--- src/logic/pm_cap_cfg.svh ---
// constants for the power management capability block
`ifndef PM_CAP_CFG_SVH
`define PM_CAP_CFG_SVH
`define PM_OFF_CAP_ID 8'hDC
`define PM_OFF_NEXT_PTR 8'hDD
`define PM_OFF_CAP_WORD 8'hDE
`define PM_OFF_CSR_WORD 8'hE0
`define PM_CAP_ID_VAL 8'h01
`define PM_NEXT_PTR_VAL 8'h00
`define PM_EVT_STATES_VAL 5'h09
`define PM_VERSION_VAL 3'h2
`define PM_STATE_RST 2'h0
`define PM_CSR_STATUS_BIT 15
`define PM_CSR_ENABLE_BIT 8
`endif

--- src/logic/pm_cap_pkg.sv ---
// types for the power management capability block
package pm_cap_pkg;
   typedef enum logic [1:0] {
      PS_D0 = 2'b00,
      PS_D1_RSVD = 2'b01,
      PS_D2_RSVD = 2'b10,
      PS_D3HOT = 2'b11
   } power_state_t;

   typedef struct packed {
      logic [7:0] addr;
      logic [1:0] be;
      logic wr;
      logic rd;
      logic [15:0] wdata;
   } cfg_req_t;

   typedef struct packed {
      logic enable_set_flag;
      logic state_change_flag;
      logic event_clear_flag;
   } local_flags_t;
endpackage : pm_cap_pkg

--- src/logic/pci_power_mgmt_capability.sv ---
// power management capability and control/status words in config space
`timescale 1ns/1ps
`include "pm_cap_cfg.svh"
module pci_power_mgmt_capability
   import pm_cap_pkg::*;
(
   // clock and reset
   input wire logic clk,
   input wire logic arst_n,
   // configuration access from the bus target
   input wire cfg_req_t cfg_req,
   output logic [15:0] cfg_rdata,
   output logic cfg_rvalid,
   // local side
   input wire logic local_event_request_bit,
   input wire logic [2:0] local_flag_clear,
   output logic [2:0] local_flags,
   output logic [1:0] mirrored_power_state,
   output logic event_assert_enable_o,
   output logic event_out_n
);
   // register map, byte addresses on the configuration side:
   //   0xDC capability id, next pointer in the upper byte
   //   0xDD next pointer alone, upper byte zero
   //   0xDE capability word, a constant image
   //   0xE0 control/status word
   // any other address reads zero and drops writes
   //
   // bus timing:
   //   a request counts on the edge where rd or wr is high
   //   read data and rvalid follow one edge later, from flops
   //   write effects land in the state flops one edge later
   //   local copies (mirror, event pin) trail the state by one edge
   //
   // state flops of the control/status word
   logic event_status_flag_q;
   logic event_assert_enable_q;
   power_state_t power_state_field_q;
   logic [15:0] cfg_rdata_q;
   logic cfg_rvalid_q;
   logic [1:0] mirror_q;
   logic event_out_n_q;
   logic [2:0] flag_set;
   logic [2:0] flags_w;

   // byte lanes matter: the host may write only the state byte,
   // so a status clear or enable change needs be[1] and a state
   // change needs be[0]; a lane left off keeps its bits untouched
   // decode of a write to the control/status word low or high byte
   function automatic logic csr_byte_wr(input cfg_req_t r, input int lane);
      csr_byte_wr = r.wr && (r.addr == `PM_OFF_CSR_WORD) && r.be[lane];
   endfunction : csr_byte_wr

   // capability word image
   function automatic logic [15:0] cap_word();
      logic [15:0] w;
      w = 16'h0000;
      w[15:11] = `PM_EVT_STATES_VAL;
      w[10] = 1'b0;
      w[9] = 1'b0;
      w[5] = 1'b0;
      w[3] = 1'b0;
      w[2:0] = `PM_VERSION_VAL;
      cap_word = w;
   endfunction : cap_word

   logic wr_lo;
   logic wr_hi;
   logic status_clr;
   logic [1:0] ps_new;
   assign wr_lo = csr_byte_wr(cfg_req, 0);
   assign wr_hi = csr_byte_wr(cfg_req, 1);
   assign status_clr = wr_hi && cfg_req.wdata[`PM_CSR_STATUS_BIT];
   assign ps_new = cfg_req.wdata[1:0];

   // a local request and a host clear can land on the same edge;
   // the request wins so that an event is never lost, and the host
   // sees the flag again on its next read and clears it once more
   // event status, local request wins over host clear
   always_ff @(posedge clk or negedge arst_n) begin
      if (!arst_n) begin
         event_status_flag_q <= 1'b0;
      end else if (local_event_request_bit) begin
         event_status_flag_q <= 1'b1;
      end else if (status_clr) begin
         event_status_flag_q <= 1'b0;
      end
   end

   always_ff @(posedge clk or negedge arst_n) begin
      if (!arst_n) begin
         event_assert_enable_q <= 1'b0;
      end else if (wr_hi) begin
         event_assert_enable_q <= cfg_req.wdata[`PM_CSR_ENABLE_BIT];
      end
   end

   // reserved codes are kept as written rather than refused, so a
   // read back shows the host exactly what it wrote; local software
   // sees the same code through the mirror and decides what to do
   // power state field, all codes stored
   always_ff @(posedge clk or negedge arst_n) begin
      if (!arst_n) begin
         power_state_field_q <= power_state_t'(`PM_STATE_RST);
      end else if (wr_lo) begin
         power_state_field_q <= power_state_t'(ps_new);
      end
   end

   // the event sources below compare against the flop value before
   // the write lands, so a rewrite of the same enable or state value raises nothing
   // local event sources: enable set, state change, event cleared
   always_comb begin
      flag_set[2] = wr_hi && cfg_req.wdata[`PM_CSR_ENABLE_BIT] && !event_assert_enable_q;
      flag_set[1] = wr_lo && (ps_new != power_state_field_q);
      flag_set[0] = status_clr && event_status_flag_q;
   end

   // sticky local flags, cleared by local software through a per-bit mask;
   // a set in the same cycle as its clear keeps the flag up
   pm_event_flags #(
      .N(3)
   ) u_flags (
      .clk(clk),
      .arst_n(arst_n),
      .set_pulse(flag_set),
      .clr_pulse(local_flag_clear),
      .flags(flags_w)
   );

   // the read image is taken from the state flops on the request edge,
   // so a write and a read on the same edge return the old value;
   // the data then stand until the next read, rvalid for one cycle
   // read path, registered; reserved bits zero
   always_ff @(posedge clk or negedge arst_n) begin
      if (!arst_n) begin
         cfg_rdata_q <= 16'h0000;
         cfg_rvalid_q <= 1'b0;
      end else begin
         cfg_rvalid_q <= cfg_req.rd;
         if (cfg_req.rd) begin
            case (cfg_req.addr)
               `PM_OFF_CAP_ID: cfg_rdata_q <= {`PM_NEXT_PTR_VAL, `PM_CAP_ID_VAL};
               `PM_OFF_NEXT_PTR: cfg_rdata_q <= {8'h00, `PM_NEXT_PTR_VAL};
               `PM_OFF_CAP_WORD: cfg_rdata_q <= cap_word();
               `PM_OFF_CSR_WORD: cfg_rdata_q <= {event_status_flag_q, 6'h00, event_assert_enable_q,
                                                 6'h00, power_state_field_q};
               default: cfg_rdata_q <= 16'h0000;
            endcase
         end
      end
   end

   // both copies trail the state by one edge so that every output
   // comes straight from a flop; the event pin idles high (inactive)
   // and falls only while status and enable are both set
   // mirror and event pin, both registered
   always_ff @(posedge clk or negedge arst_n) begin
      if (!arst_n) begin
         mirror_q <= 2'b00;
         event_out_n_q <= 1'b1;
      end else begin
         mirror_q <= power_state_field_q;
         event_out_n_q <= !(event_status_flag_q && event_assert_enable_q);
      end
   end

   // outputs, each a plain copy of its flop
   assign cfg_rdata = cfg_rdata_q;
   assign cfg_rvalid = cfg_rvalid_q;
   assign local_flags = flags_w;
   assign mirrored_power_state = mirror_q;
   assign event_assert_enable_o = event_assert_enable_q;
   assign event_out_n = event_out_n_q;
endmodule : pci_power_mgmt_capability

--- src/logic/pm_event_flags.sv ---
// sticky local status flags with set-over-clear
`timescale 1ns/1ps
module pm_event_flags
   import pm_cap_pkg::*;
#(
   parameter int N = 3
) (
   // clock and reset
   input wire logic clk,
   input wire logic arst_n,
   // events and clears
   input wire logic [N-1:0] set_pulse,
   input wire logic [N-1:0] clr_pulse,
   // flags
   output logic [N-1:0] flags
);
   genvar i;
   generate
      for (i = 0; i < N; i++) begin : g_flag
         // set wins over clear
         always_ff @(posedge clk or negedge arst_n) begin
            if (!arst_n) begin
               flags[i] <= 1'b0;
            end else if (set_pulse[i]) begin
               flags[i] <= 1'b1;
            end else if (clr_pulse[i]) begin
               flags[i] <= 1'b0;
            end
         end
      end
   endgenerate
endmodule : pm_event_flags
--- config.mk ---
export PLATFORM = sky130hd
export DESIGN_NAME = pci_power_mgmt_capability
export DESIGN_NICKNAME = d
export VERILOG_FILES = /design/src/logic/pm_cap_pkg.sv /design/src/logic/pci_power_mgmt_capability.sv /design/src/logic/pm_event_flags.sv
export VERILOG_INCLUDE_DIRS = /design/src /design/src/logic
export SDC_FILE = /design/constraint.sdc
export NUM_CORES = 1
export LEC_CHECK = 0
export BUFFER_PORTS_ARGS = -buffer_cell sky130_fd_sc_hd__buf_2
export CORE_UTILIZATION = 40
export CTS_BUF_LIST = sky130_fd_sc_hd__clkbuf_4 sky130_fd_sc_hd__clkbuf_8
export DETAILED_ROUTE_END_ITERATION = 7
export GPL_TIMING_DRIVEN = 0
export PLACE_DENSITY = 0.8
export RECOVER_POWER = 50
export REMOVE_ABC_BUFFERS = 1
export SLEW_MARGIN = 15
export SYNTH_ARGS = -nofsm -noshare
export SYNTH_HDL_FRONTEND = slang
export SYNTH_SLANG_ARGS = --single-unit
--- constraint.sdc ---
create_clock -name clk -period 1 [get_ports clk]
set_clock_uncertainty 0.05 [all_clocks]
set_input_delay 0.1 -clock clk [delete_from_list [all_inputs] [get_ports clk]]
set_output_delay 0.1 -clock clk [all_outputs]
set_load 0.01 [all_outputs]
; ---- Yosys cells after proc, flatten, opt, wreduce, memory -nomap -nowiden
; Index checks and enable logic that the tools add are counted.
; Widths: inputs -> output; s select.
[word_totals]
word_cells = 38
output_inout_bits = 24
inputBits = 34
regBits = 27
[classes]
muxes = 9
n_eq_ne = 4
reduce_logical = 15
[op_table]
columns = cell, count
row1 = $pmux 16 s3, 1
row2 = $eq 8x8->1 const B, 3
row3 = $logic_and 1x1->1, 9
row4 = $mux 1, 8
row5 = $reduce_bool 2->1, 4
row6 = $logic_not 1->1, 2
row7 = $ne 2x2->1, 1

; ---- Longest topological paths before layout
[logic_depth]
word_depth = 6
depth_mapped = 3
depth_no_buf = 3

; ---- Hierarchy
; From an unflattened synthesis, not the netlist that was laid out.
[unflattened]
cells_unflattened = 70
hier_area_um2 = 770.7
[modules_own_cells]
columns = module, seq_area_each_um2, area_per_inst_um2, n_inst, cells_per_inst
row1 = pci_power_mgmt_capability, 326.6, 661.9, 1, 61
row2 = pm_event_flags, 75.1, 108.9, 1, 9

; ---- Worst setup path after synthesis
; Ideal clock, no wire load.
[synth_path]
path_kind = input to register
startpoint = in cfg_req[24] (netlist bit)
endpoint = reg event_assert_enable_q (netlist: event_assert_enable_o)
path_buffers = 0
setup_ps = 125
required_ps = 825
cell_stages = 3
t_arrival_ps = 919
path_slack_ps = -94
cell_sequence = nor4b_4 -> nand4_1 -> mux2_2
[synth_via]
elab_chain_len = 3
[synth_lines]
columns = element, line_no
row1 = from (decl), pci_power_mgmt_capability.sv:11  ; input wire cfg_req_t cfg_req,
row2 = $eq 8x8->1, --
row3 = $logic_and 1x1->1 (2 in series), pci_power_mgmt_capability.sv:51  ; csr_byte_wr = r.wr && (r.addr == `PM_OFF_CSR_WORD) && r.be[lane];
row4 = to (signal assigned), pci_power_mgmt_capability.sv:94  ; event_assert_enable_q <= cfg_req.wdata[`PM_CSR_ENABLE_BIT];
row5 = to (decl), pci_power_mgmt_capability.sv:37  ; logic event_assert_enable_q;
; No other way between the ends.
; A chain may end at the register's enable or synchronous reset.

; ---- Worst setup path after layout
[layout_path]
startpoint = reg event_out_n_q (netlist: event_out_n)
endpoint = out event_out_n
[layout_lines]
columns = element, line_no
row1 = from (decl), pci_power_mgmt_capability.sv:42  ; logic event_out_n_q;
row2 = from (signal assigned), pci_power_mgmt_capability.sv:164  ; event_out_n_q <= !(event_status_flag_q && event_assert_enable_q);
row3 = to (decl), pci_power_mgmt_capability.sv:20  ; output logic event_out_n
; No word-level cell between the ends.

==> flow_summary_export.csv <==
group,metric,value,unit
floorplanning,dieWidth,45.6,um
detailed_routing,drt-met1-wl,655,um
place,pre_cts_ws,-0.350,ns
detailed_routing,dr_wl_met2,767,um
detailed_routing,wl_per_cell,11.0,um
logic_synthesis,yosysSeqAreaShare,0.528,
critical_path,path_delay_family,"flip-flops",
timing,period_minus_slack,1.05,ns
critical_path,crit_start,"event_out_n",
critical_path,start_kind,"register",
finish,antenna_cells,0,
place,io_buffers,35,
grt,grt-ovfl-total,0,
detailed_routing,vias_per_cell,4.48,
finish,mostFrequentLayoutCells,"buf_2, dfrtp_1, conb_1",
detailed_routing,wl_met3,120,um
logic_synthesis,ys_ff_latch,16,
detailed_routing,dr.pass1.iters,4,
timing,grt_setup_unrepaired,"yes",
floorplanning,dieArea,0.00208,mm^2
finish,fin_cells,141,
critical_path,worst-path-buf-inv,1,
finish,final_nets,151,
detailed_routing,drcViolationCount,0,
grt,grt_start_max_net_pins,17,
grt,grt_pass1_wl,2280,um
timing,fmax,949,MHz
critical_path,path_max_fanout,1,
worst_hold_path,min_to,"event_assert_enable_o",
logic_synthesis,yosys_warnings,0,
timing,finalSetupViolCount,4,
floorplanning,coreArea,0.00175,mm^2
floorplanning,io_pins,58,
finish,drive_above_1_share,0.457,
detailed_routing,top_layer_used,"met4",
clocking,cts_inserted_buffers,3,
critical_path,crit-reg2reg-capture,"event_assert_enable_o",
clocking,cts_tree,"yes",
floorplanning,initial_utilization,0.436,
worst_hold_path,min_path_type,"primary input to register",
logic_synthesis,synth_cells,69,
critical_path,cp_cell_sequence,"buf_6",
run_status,outcome,"complete, but fails checks",
power,ir_drop,0.593,mV
job,cap_violations,0,
place,dp_cells,126,
critical_path,endpoint_kind,"primary output",
worst_hold_path,whs_path_depth,2,
grt,antenna_found_initial,0,
power,power,1.26,mW
power,cellLeakagePower,0.571,nW
critical_path,crit_arrival,0.90,ns
critical_path,r2r_slack,0.05,ns
finish,fillers,148,
timing,hold_violations,0,
detailed_routing,ant_nets,0,
place,place_congestion,0.725,
floorplanning,die_y,45.6,um
timing,slew_viol_final,0,
critical_path,rr_startpoint,"event_assert_enable_o",
grt,grt_pass1_vias,590,
critical_path,slowest_stage,"dfstp_2",
clocking,htreeDepth,1,
worst_hold_path,holdCritStartpoint,"cfg_req[8]",
clocking,ctsRootBufferMaster,"clkbuf_4",
logic_synthesis,synth.cell_area,761,um^2
critical_path,path_class,"register to primary output",
floorplanning,rows,15,
grt,grtUsageTotal,0.150,
timing,setup_slack,-0.0536,ns
logic_synthesis,ys_types,23,
critical_path,rr_worst_depth,2,
critical_path,required,0.85,ns
timing,post-route-period-util,1.05,
detailed_routing,vias,632,
place,dp_hpwl,1090,um
power,power.density,1160,mW/mm^2
clocking,clk_latency,0.28,ns
detailed_routing,wl,1550,um
run_status,violations,"setup timing",
detailed_routing,drt_iter0_markers,4,
finish,final_common_cell,"buf_2",
critical_path,worst_path_largest_cell_delay,0.54,ns
clocking,clock-sinks,16,
clocking,clk_pin_slew_worst_paths,0.09,ns
logic_synthesis,syn_area_per_cell,11.0,um^2
clocking,cts_buffer_depth,2,
finish,area_growth,42.6,%
## logic make-up after synthesis
group,synth area share
XOR/XNOR,0.0230
flip-flops,0.528
AND/OR/NAND/NOR,0.164
multiplexers,0.0576
buffers and inverters,0.148
other,0.00493
AO/OA/AOI/OAI,0.0740
## power by group
| part | switching [mW] | internal (mW) | leakage (nW) |
|---|---|---|---|
| Clock | 0.197 | 0.221 | 0.0210 |
| Sequential | 0.00792 | 0.662 | 0.209 |
| Combinational | 0.0867 | 0.0836 | 0.340 |
| Total | 0.291 | 0.967 | 0.571 |
## per-layer routing
layer | GRT usage | up-vias
met5 | 0 | -
met4 | 0.0545 | 0
met3 | 0.0238 | 2
met2 | 0.274 | 34
met1 | 0.173 | 289
li1 | - | 307
## timing repair
action | in CTS | in global routing
endpoints found under the hold margin | 21 | 0
gates resized for setup | 1 | 5
endpoints found under the setup margin | 5 | 6
pin swaps | 2 | 5
setup buffers | 3 | 2
hold buffers | 6 | 0
## worst max-delay path by stage
stage                             to  slack, ns  cells after the start
3_5_place_dp   event_assert_enable_o      -0.35                      4
6_report                 event_out_n      -0.05                      1
5_1_grt        event_assert_enable_o      -0.08                      4
4_1_cts                  event_out_n      -0.07                      1
2_1_floorplan  event_assert_enable_o      -0.09                      3
3_3_place_gp   event_assert_enable_o      -0.32                      4
## through the flow
stage	setup TNS, ns	hold slack, ns	instance area (um^2)	utilization
after floorplan	-0.290	-0.246	708	-
after global placement	-2.00	-0.0285	915	0.524
after detailed placement	-2.21	-0.0248	915	0.524
after CTS	-0.0849	0.00771	1040	0.596
after global routing	-0.272	0.0243	1080	0.622
final	-0.171	0.0211	1080	0.622
## sequential cells by signal (all words and copies together), names as in the netlist
name,flops
event_status_flag_q,1
mirrored_power_state,2
event_out_n,1
cfg_rdata,5
power_state_field_q,2
u_flags.flags,3
cfg_rvalid,1
event_assert_enable_o,1
## worst reg2reg max path: stages, from the launching register on
cell and delay [ns]:
dfrtp_1 0.39, buf_4 0.15, mux2_4 0.25
## layout make-up
cell class | count | area (um^2) | share of cell area
flip-flops and latches | 16 | 402 | 0.370
multi-input cells | 43 | 298 | 0.275
repair buffers | 46 | 292 | 0.269
clock buffers | 4 | 36.3 | 0.0334
well taps | 25 | 31.3 | 0.0288
inverters | 7 | 26.3 | 0.0242
## synth_stat cells
master    count  area [um^2]
nand2b_1      1         6.26
buf_4        11         82.6
nand4_1       2         12.5
o22ai_1       4         25.0
nor2_1        3         11.3
a31oi_1       2         12.5
nand2_1       6         22.5
dfstp_2       1         26.3
mux2i_1       1         10.0
dfrtp_1      15          375
nand3_1       2         10.0
nand4b_1      1         8.76
or4_1         1         7.51
o32ai_1       1         8.76
clkbuf_1      1         3.75
conb_1        1         3.75
nor4b_4       1         23.8
xor2_1        2         17.5
mux2_2        3         33.8
inv_1         7         26.3
o22a_2        1         10.0
or4b_1        1         10.0
and4bb_2      1         12.5
Power figures use the tool's default switching activity.
